### src/hw/srts_gap_byte_config_pkg.sv
// Register map, field layout and reset values of the SRTS gap/byte configuration block.
// Assumes a 16-bit register view placed in the low half of a 32-bit Avalon-MM word.
package srts_gap_byte_config_pkg;
    localparam int ADDR_W = 16;
    localparam int DATA_W = 32;
    localparam int REG_W = 16;
    // Printed offsets are not all multiples of four: they are indices, byte address = 4 * index
    localparam logic [ADDR_W-1:0] TX_GAP_DIVIDER_IDX = 16'h60B0;
    localparam logic [ADDR_W-1:0] TX_BYTE_COUNT_IDX = 16'h60B2;
    localparam logic [ADDR_W-1:0] RX_GAP_DIVIDER_IDX = 16'h60B4;
    localparam logic [ADDR_W-1:0] RX_BYTE_COUNT_IDX = 16'h60B6;
    localparam int GAP_W = 8;
    localparam int GAP_LSB = 0;
    localparam int CHAN_W = 7;
    localparam int CHAN_LSB = 8;
    localparam int RSVD_BIT = 15;
    localparam int BYTE_W = 9;
    localparam int BYTE_LSB = 0;
    localparam logic [REG_W-1:0] GAP_DIVIDER_RESET = 16'h0000;
    localparam logic [BYTE_W-1:0] BYTE_COUNT_RESET = 9'h177;
    localparam logic [DATA_W-1:0] UNMAPPED_READ = 32'h0000_0000;
endpackage : srts_gap_byte_config_pkg

### src/hw/srts_gap_byte_config.sv
// SRTS transmit/receive gapping divider and byte count registers on Avalon-MM.
// Assumes a word-addressed byte address from the master and one clock domain.
//
// Contract
// RULE1 - Each direction holds an 8-bit spacing between byte-pulse clock pulses.
// RULE2 - Software programs spacing as floor(256/channels) minus one.
// RULE3 - Bits 14:8 of transmit divider hold transmit channel count minus one.
// RULE4 - Bits 14:8 of receive divider hold receive channel count minus one.
// RULE5 - Software never writes channel-count codes 7A to 7F.
// RULE6 - Each direction holds a 9-bit byte count over eight cells.
// RULE7 - Software sets byte count 376 for single-channel pointerless transfer.
// RULE8 - Software sets byte count 375, 374 or 372 for multi-channel transfer.
// RULE9 - Software writes zero to reserved bit 15 of both divider registers.
// RULE10 - Reset loads byte counts with 0177h and dividers with zero.
// RULE11 - Byte count bits 15:9 read zero and ignore writes.
`timescale 1ns/1ps
`default_nettype none
module srts_gap_byte_config #(
    parameter int ADDR_W = srts_gap_byte_config_pkg::ADDR_W
) (
    input wire logic clk_i,
    input wire logic rst_n_i,
    input wire logic [ADDR_W+1:0] avs_address_i,
    input wire logic avs_read_i,
    input wire logic avs_write_i,
    input wire logic [3:0] avs_byteenable_i,
    input wire logic [31:0] avs_writedata_i,
    output logic [31:0] avs_readdata_o,
    output logic avs_waitrequest_o,
    output logic [7:0] tx_gap_spacing_o,
    output logic [6:0] tx_circuit_channel_count_o,
    output logic [8:0] tx_byte_count_o,
    output logic [7:0] rx_gap_spacing_o,
    output logic [6:0] rx_circuit_channel_count_o,
    output logic [8:0] rx_byte_count_o
);
    logic [15:0] tx_gap_r;
    logic [15:0] tx_gap_nxt;
    logic [15:0] rx_gap_r;
    logic [15:0] rx_gap_nxt;
    logic [8:0] tx_byte_r;
    logic [8:0] tx_byte_nxt;
    logic [8:0] rx_byte_r;
    logic [8:0] rx_byte_nxt;
    logic [31:0] rdata_r;
    logic [31:0] rdata_nxt;
    logic ack_r;
    logic ack_nxt;
    logic [ADDR_W-1:0] idx;
    logic req;
    logic [15:0] wmask;

    assign idx = avs_address_i[ADDR_W+1:2];
    assign req = (avs_read_i | avs_write_i) & ~ack_r;
    assign wmask = {{8{avs_byteenable_i[1]}}, {8{avs_byteenable_i[0]}}};

    // Access completes one cycle after it is seen: waitrequest drops for exactly that edge
    always_comb begin
        tx_gap_nxt = tx_gap_r;
        rx_gap_nxt = rx_gap_r;
        tx_byte_nxt = tx_byte_r;
        rx_byte_nxt = rx_byte_r;
        rdata_nxt = srts_gap_byte_config_pkg::UNMAPPED_READ;
        ack_nxt = req;
        if (req && avs_write_i) begin
            unique case (idx)
                srts_gap_byte_config_pkg::TX_GAP_DIVIDER_IDX: begin
                    // Reserved bit 15 stays writable, as the hardware keeps it
                    tx_gap_nxt = (tx_gap_r & ~wmask) | (avs_writedata_i[15:0] & wmask); // RULE1 RULE3
                end
                srts_gap_byte_config_pkg::RX_GAP_DIVIDER_IDX: begin
                    rx_gap_nxt = (rx_gap_r & ~wmask) | (avs_writedata_i[15:0] & wmask); // RULE1 RULE4
                end
                srts_gap_byte_config_pkg::TX_BYTE_COUNT_IDX: begin
                    // Only the 9 count bits take data; upper bits ignore writes
                    tx_byte_nxt[7:0] = avs_byteenable_i[0] ? avs_writedata_i[7:0] : tx_byte_r[7:0]; // RULE6
                    tx_byte_nxt[8] = avs_byteenable_i[1] ? avs_writedata_i[8] : tx_byte_r[8]; // RULE11
                end
                srts_gap_byte_config_pkg::RX_BYTE_COUNT_IDX: begin
                    rx_byte_nxt[7:0] = avs_byteenable_i[0] ? avs_writedata_i[7:0] : rx_byte_r[7:0]; // RULE6
                    rx_byte_nxt[8] = avs_byteenable_i[1] ? avs_writedata_i[8] : rx_byte_r[8]; // RULE11
                end
                default: begin
                end
            endcase
        end
        if (req && avs_read_i) begin
            unique case (idx)
                srts_gap_byte_config_pkg::TX_GAP_DIVIDER_IDX: rdata_nxt = {16'h0000, tx_gap_r};
                srts_gap_byte_config_pkg::RX_GAP_DIVIDER_IDX: rdata_nxt = {16'h0000, rx_gap_r};
                srts_gap_byte_config_pkg::TX_BYTE_COUNT_IDX: rdata_nxt = {23'h000000, tx_byte_r}; // RULE11
                srts_gap_byte_config_pkg::RX_BYTE_COUNT_IDX: rdata_nxt = {23'h000000, rx_byte_r}; // RULE11
                default: rdata_nxt = srts_gap_byte_config_pkg::UNMAPPED_READ;
            endcase
        end
    end

    always_ff @(posedge clk_i) begin
        if (!rst_n_i) begin
            tx_gap_r <= srts_gap_byte_config_pkg::GAP_DIVIDER_RESET; // RULE10
            rx_gap_r <= srts_gap_byte_config_pkg::GAP_DIVIDER_RESET; // RULE10
            tx_byte_r <= srts_gap_byte_config_pkg::BYTE_COUNT_RESET; // RULE10
            rx_byte_r <= srts_gap_byte_config_pkg::BYTE_COUNT_RESET; // RULE10
            rdata_r <= srts_gap_byte_config_pkg::UNMAPPED_READ;
            ack_r <= 1'b0;
        end else begin
            tx_gap_r <= tx_gap_nxt;
            rx_gap_r <= rx_gap_nxt;
            tx_byte_r <= tx_byte_nxt;
            rx_byte_r <= rx_byte_nxt;
            rdata_r <= rdata_nxt;
            ack_r <= ack_nxt;
        end
    end

    // Waitrequest high while idle too; the master only looks at it under a request
    assign avs_waitrequest_o = ~ack_r;
    assign avs_readdata_o = rdata_r;
    // Field outputs are plain slices of the registers, so they still come straight from flops
    assign tx_gap_spacing_o = tx_gap_r[7:0]; // RULE1
    assign tx_circuit_channel_count_o = tx_gap_r[14:8]; // RULE3
    assign rx_gap_spacing_o = rx_gap_r[7:0]; // RULE1
    assign rx_circuit_channel_count_o = rx_gap_r[14:8]; // RULE4
    assign tx_byte_count_o = tx_byte_r; // RULE6
    assign rx_byte_count_o = rx_byte_r; // RULE6
endmodule // srts_gap_byte_config
`default_nettype wire

### config.mk
export PLATFORM = sky130hd
export DESIGN_NAME = srts_gap_byte_config
export DESIGN_NICKNAME = d
export VERILOG_FILES = /design/src/hw/srts_gap_byte_config_pkg.sv /design/src/hw/srts_gap_byte_config.sv
export SDC_FILE = /design/constraint.sdc
export NUM_CORES = 1
export LEC_CHECK = 0
export BUFFER_PORTS_ARGS = -buffer_cell sky130_fd_sc_hd__clkbuf_2
export CORE_AREA = 2 2 101 103
export CTS_CLUSTER_SIZE = 40
export DETAILED_ROUTE_END_ITERATION = 10
export DIE_AREA = 0 0 103 105
export HOLD_SLACK_MARGIN = 0.03
export PLACE_DENSITY_LB_ADDON = 0.3
export SYNTH_ARGS = -nofsm -noshare
export SYNTH_HDL_FRONTEND = slang
export SYNTH_SLANG_ARGS = --single-unit
### constraint.sdc
create_clock -name clk_i -period 1.6 [get_ports clk_i]
set_input_delay 0 -clock clk_i [delete_from_list [all_inputs] [get_ports clk_i]]
set_output_delay 0 -clock clk_i [all_outputs]
set_load 0.005 [all_outputs]
==> results of run 1 <==
[per-stage QoR]
stage	setup TNS (ns)	std cells	setup slack, ns
final	0	574	0.0877
after floorplan	0	349	0.211
after CTS	0	574	0.0229
after detailed placement	0	540	0.0166
after global placement	0	540	0.0178
after global routing	-0.00525	574	-0.00525
[layer usage]
layer,up-vias,part of all wire
met3,11,0.049
met5,-,0
li1,1278,-
met4,0,0.013
met2,86,0.49
met1,1190,0.44
[logic make-up (layout without fill, tap and decap cells)]
group                  after synthesis  count (layout)  share of synthesized area
DFF                                 67              67                      0.426
other                                1              16                    0.00119
buffers and inverters               66             158                      0.143
and+or+nand+nor                    114             114                      0.189
AOI/OAI and AO/OA                   37              37                     0.0843
muxes                               49              49                      0.156
[final cells by class]
type                       instances  share of cell area
multi-input combinational        216               0.355
tap                              133              0.0413
clock inverter                     6             0.00993
clock buffer                      10              0.0342
inverter                           1            0.000931
timing repair buffer             141               0.226
sequential                        67               0.333
[worst min-delay path, delay by kind of cell]
family                 cells  cell delay [ns]
multiplexers               1             0.05
buffers and inverters      1             0.25
AND/OR/NAND/NOR            1             0.14
[what timing repair did]
item	4_1_cts	5_1_grt
gates resized for setup	0	4
setup endpoints to repair	0	32
hold endpoints to repair	51	0
hold buffers	18	0
[path summary, 6_finish.rpt]
kind | endpoint | start | slack, ns | depth (start not counted)
hold / removal | register | rst_n_i | 0.17 | 3
hold reg to reg | register | register | 0.46 | 2
setup / recovery | rx_byte_count_o[3] | ack_r | 0.09 | 5
setup reg to reg | rx_byte_count_o[3] | ack_r | 0.09 | 5
[cell usage after synthesis]
cell type / n
clkbuf_1: 12
buf_1: 2
a21oi_1: 10
nand4bb_1: 1
nor2_1: 8
a22oi_1: 16
buf_2: 1
inv_1: 1
or3b_4: 1
nor4_1: 2
and4b_1: 1
and2_1: 2
dfxtp_1: 67
nand2_1: 61
buf_4: 46
o211a_1: 1
and3b_1: 1
mux2i_1: 49
buf_6: 4
conb_1: 1
nand3_1: 1
nand4b_1: 2
nor4_4: 2
nor2b_1: 22
a31oi_1: 1
nand2_2: 3
nor3_1: 1
a22o_1: 9
nand2b_1: 3
nand4_2: 1
and3_1: 2
[where the power goes]
part	internal, µW	total [µW]	switching, µW	leakage, µW
logic	114	233	119	0.00122
registers	1670	1670	0.829	0.000540
clock network	605	1280	672	0.0000924
==> flow_metrics.py, run 1 <==
metrics = {
    "setup_path": {
        "crit_type": "register to register",
        "path_buf_inv": 1,
        "critical-path-top-delay-family": "simple AND/OR/NAND/NOR gates",
        "worstPathCellList": "nand2b_4 -> nor4_4 -> buf_4 -> nand2_2 -> mux2i_1",
        "crit_fanout": 8,
        "slowest_delay_ns": 0.34,
        "worstSetupStartpointType": "register",
        "crit_path_top_delay_cell": "nor4_4",
        "critical_path_arrival_ns": 1.72,
        "cp-end-kind": "register",
        "worstPathRequired_ns": 1.81,
    },
    "place": {
        "dpl_cell_area_um2": 3660,
        "gp_congestion": 0.777,
        "port_buffers": 102,
        "hpwl_mm": 5.84,
    },
    "job": {
        "max_cap_viol_count": 0,
    },
    "global_routing": {
        "grt_max_degree": 39,
        "antenna_found_initial": 0,
        "grt_pass1_vias": 2580,
        "track_usage": 0.152,
        "met1_usage": 0.179,
        "grt_pass1_wl_mm": 12.6,
        "globalRouteMet2Util": 0.266,
        "use_met3": 0.0328,
        "top_usage_layer": "met2",
        "grt_remaining_overflow": 0,
    },
    "pwr": {
        "power_uw": 3180,
        "power_density_nw_per_um2": 789,
        "ir_drop_mv": 0.450,
        "p_leak_uw": 0.00186,
    },
    "cts": {
        "clkSinkCount": 67,
        "clock_latency_ns": 0.33,
        "cts-buffers-inserted": 9,
        "clockBufferDepth": 2,
        "clock-root-buffer": "clkbuf_8",
        "cts_tree": "yes",
        "htree_num_levels": 3,
        "cts_setup_buffers": 0,
        "path_clk_slew_ns": 0.08,
    },
    "sta": {
        "max_freq_mhz": 661,
        "drv_slew": 0,
        "clock_skew_ns": 0.00820,
        "setup-violations-final": 0,
        "period_minus_slack_ns": 1.51,
        "worst_pin_slew_ns": 0.845,
        "holdWs_ns": 0.168,
        "finalCritPeriodShare": 0.945,
        "hold_violations": 0,
        "relSlewSlack": 0.435,
    },
    "cells_and_area": {
        "fin_nets": 494,
        "n_fill_cell": 999,
        "drive_above_1_share": 0.338,
        "area_growth_pct": 28.0,
        "utilization": 0.418,
        "multi_input_area_um2": 1430,
        "final-seq-area_um2": 1340,
        "n_antenna_cell": 0,
        "final_cell_mix": "clkbuf_2 (102), dfxtp_1 (67), nand2_1 (61)",
        "mostFrequentLayoutCell": "clkbuf_2",
        "finalInstanceArea_um2": 4030,
    },
    "floorplanning": {
        "placementRows": 36,
        "die_h_um": 105,
        "core_area_um2": 9640,
        "io_pins": 139,
        "die_w_um": 103,
        "die_area_um2": 10800,
        "start_util": 0.327,
    },
    "yosys": {
        "syn_inst": 334,
        "ys_warn_count": 0,
        "synth_top_area_frac": 0.426,
        "ys_ff_latch": 67,
        "avgSynthCellArea_um2": 9.43,
        "synth.cell_area_um2": 3150,
        "yosysSeqAreaShare": 0.426,
        "yosys-top-cells-area": "dfxtp_1 (43%), mux2i_1 (16%), buf_4 (11%)",
        "synth_cell_type_count": 31,
        "yosys.area.top_type": "dfxtp_1",
    },
    "route": {
        "drc": 0,
        "drtPass1Iterations": 5,
        "via_per_inst": 4.47,
        "wire_per_inst_um": 14.2,
        "vias": 2565,
        "drtIter0Drc": 107,
        "ant_nets": 0,
        "wirelength_mm": 8.17,
    },
    "outcome": {
        "status": "finished clean",
    },
    "hold_path": {
        "min_path_type": "primary input to register",
    },
}
Note: power is estimated with default switching activity, not from simulation.
==> run 2: changes to the inputs <==
--- a/config.mk
+++ b/config.mk
@@ -6,10 +6,9 @@
 export NUM_CORES = 1
 export LEC_CHECK = 0
 export BUFFER_PORTS_ARGS = -buffer_cell sky130_fd_sc_hd__clkbuf_2
-export CORE_AREA = 2 2 101 103
-export CTS_CLUSTER_SIZE = 40
+export CORE_AREA = 2 2 73 144
 export DETAILED_ROUTE_END_ITERATION = 10
-export DIE_AREA = 0 0 103 105
+export DIE_AREA = 0 0 75 146
 export HOLD_SLACK_MARGIN = 0.03
 export PLACE_DENSITY_LB_ADDON = 0.3
 export SYNTH_ARGS = -nofsm -noshare
==> run 2 against run 1 <==
Flip-flop and latch count is the same. Largest power group is now the clock network. Sequential power about the same. Count of clock-buffer cells in the layout up 3. Via count unchanged. Final area increased by 1.4%. Combinational power shrank 3%.
==> flow_metrics.py, run 2 (synthesis gave the netlist of run 1 again) <==
metrics = {
    "outcome": {
        "status": "finished clean",
    },
    "cts": {
        "cts_tree": "yes",
        "htree_num_levels": 3,
        "cts_setup_buffers": 0,
        "cts-buffers-inserted": 9,
        "clock_latency_ns": 0.33,
        "path_clk_slew_ns": 0.05,
        "clkSinkCount": 67,
        "clock-root-buffer": "clkbuf_16",
        "clockBufferDepth": 2,
    },
    "floorplanning": {
        "die_h_um": 146,
        "core_area_um2": 9760,
        "io_pins": 139,
        "start_util": 0.322,
        "placementRows": 51,
        "die_area_um2": 11000,
        "die_w_um": 75,
    },
    "setup_path": {
        "critical_path_arrival_ns": 1.74,
        "ff2ff_path_depth": 5,
        "crit_type": "register to register",
        "crit_path_top_delay_cell": "nor4_4",
        "rrSetupSlack_ns": 0.12,
        "worstPathCellList": "nand2b_4 -> nor4_4 -> and2_1 -> buf_12 -> mux2i_1",
        "path_buf_inv": 1,
        "worstPathRequired_ns": 1.86,
        "worstSetupStartpointType": "register",
        "cp-end-kind": "register",
        "crit_fanout": 8,
        "cp.depth": 5,
        "slowest_delay_ns": 0.36,
        "critical-path-top-delay-family": "simple AND/OR/NAND/NOR gates",
    },
    "sta": {
        "setup-violations-final": 0,
        "hold_violations": 0,
        "clock_skew_ns": 0.00629,
        "rsz0062_at_grt": "false",
        "worst_pin_slew_ns": 0.895,
        "tns_ns": 0,
        "period_minus_slack_ns": 1.48,
        "fin_ws_ns": 0.118,
        "finalCritPeriodShare": 0.926,
        "drv_slew": 0,
        "relSlewSlack": 0.402,
        "max_freq_mhz": 675,
    },
    "cells_and_area": {
        "final_cell_mix": "clkbuf_2 (102), dfxtp_1 (67), nand2_1 (61)",
        "mostFrequentLayoutCell": "clkbuf_2",
        "utilization": 0.419,
        "n_fill_cell": 1007,
        "fin_nets": 486,
        "final-seq-area_um2": 1340,
        "n_antenna_cell": 0,
        "multi_input_area_um2": 1430,
        "finalInstanceArea_um2": 4090,
        "area_growth_pct": 29.8,
        "drive_above_1_share": 0.319,
    },
    "place": {
        "hpwl_mm": 6.17,
        "place_ws_ns": 0.0377,
        "gp_congestion": 0.787,
        "port_buffers": 102,
        "dpl_cell_area_um2": 3600,
    },
    "global_routing": {
        "grt_pass1_wl_mm": 13.0,
        "antenna_found_initial": 0,
        "track_usage": 0.159,
        "grt_max_degree": 59,
        "grt_pass1_vias": 2620,
        "grt_remaining_overflow": 0,
    },
    "route": {
        "ant_nets": 0,
        "vias": 2565,
        "drtPass1Iterations": 4,
        "wirelength_mm": 8.25,
        "wire_per_inst_um": 14.6,
        "via_per_inst": 4.55,
        "drtIter0Drc": 132,
        "drc": 0,
    },
    "pwr": {
        "combPwrFrac": 0.058,
        "power.clock.fraction": 0.509,
        "ir_drop_mv": 0.606,
        "switchingPower_uw": 802,
        "power_uw": 3860,
        "power_density_nw_per_um2": 946,
        "swShare": 0.208,
        "seqPwrFrac": 0.433,
        "p_int_uw": 3060,
        "p_leak_uw": 0.00186,
    },
    "hold_path": {
        "min_path_type": "primary input to register",
        "whs_path_depth": 3,
    },
    "job": {
        "max_cap_viol_count": 0,
    },
}
==> run 2: cell types whose count changed in the layout (fill, tap and decap cells not counted), sizes merged <==
| cell | delta |
|---|---|
| buf | -8 |
| clkbuf | +3 |
| clkinv | -3 |
| bufinv | +1 |
| clkinvlp | -1 |
| inv | -1 |
==> run 2: cell type report <==
class | count | share of cell area
Multi-Input combinational cell | 216 | 0.350
Sequential cell | 67 | 0.328
Timing Repair Buffer | 133 | 0.208
Clock buffer | 13 | 0.0637
Tap cell | 132 | 0.0404
Clock inverter | 2 | 0.00857
Inverter | 1 | 0.000919
==> run 2: per-layer routing <==
layer	vias to the layer above	wire (µm)	part of all wire	global-route usage
li1	1255	-	-	-
met1	1209	3040	0.37	0.156
met2	82	4570	0.55	0.290
met3	19	404	0.049	0.0409
met4	0	230	0.028	0.0804
met5	-	0	0	0
==> run 2: final timing paths <==
check / startpoint / to
max: ack_r / register
min: rst_n_i / tx_byte_count_o[4]
max reg2reg: ack_r / register
min reg2reg: register / register
==> run 2: power groups by stage <==
stage               combinational (µW)  sequential [µW]  clock, µW
CTS                                224             1670       2000
global placement                   186             1710          0
global route                       251             1670       2060
detailed placement                 188             1710          0
floorplan                          129             1710          0
finish                             225             1670       1970
==> run 2: tightest hold or removal path, stage by stage <==
cell and delay, ns:
clkbuf_2 0.24, nor2b_1 0.16, mux2i_1 0.07
==> run 2: repair_timing <==
action | 4_1_cts | 5_1_grt
setup endpoints to repair | 0 | 9
hold endpoints to repair | 51 | 0
resized for setup | 0 | 3
hold buffers | 18 | 0
==> run 2: per-stage QoR <==
stage | instances | hold slack, ns
finish | 564 | 0.187
detailed placement | 531 | 0.261
CTS | 564 | 0.186
floorplan | 349 | 0.138
global placement | 531 | 0.258
global route | 564 | 0.235
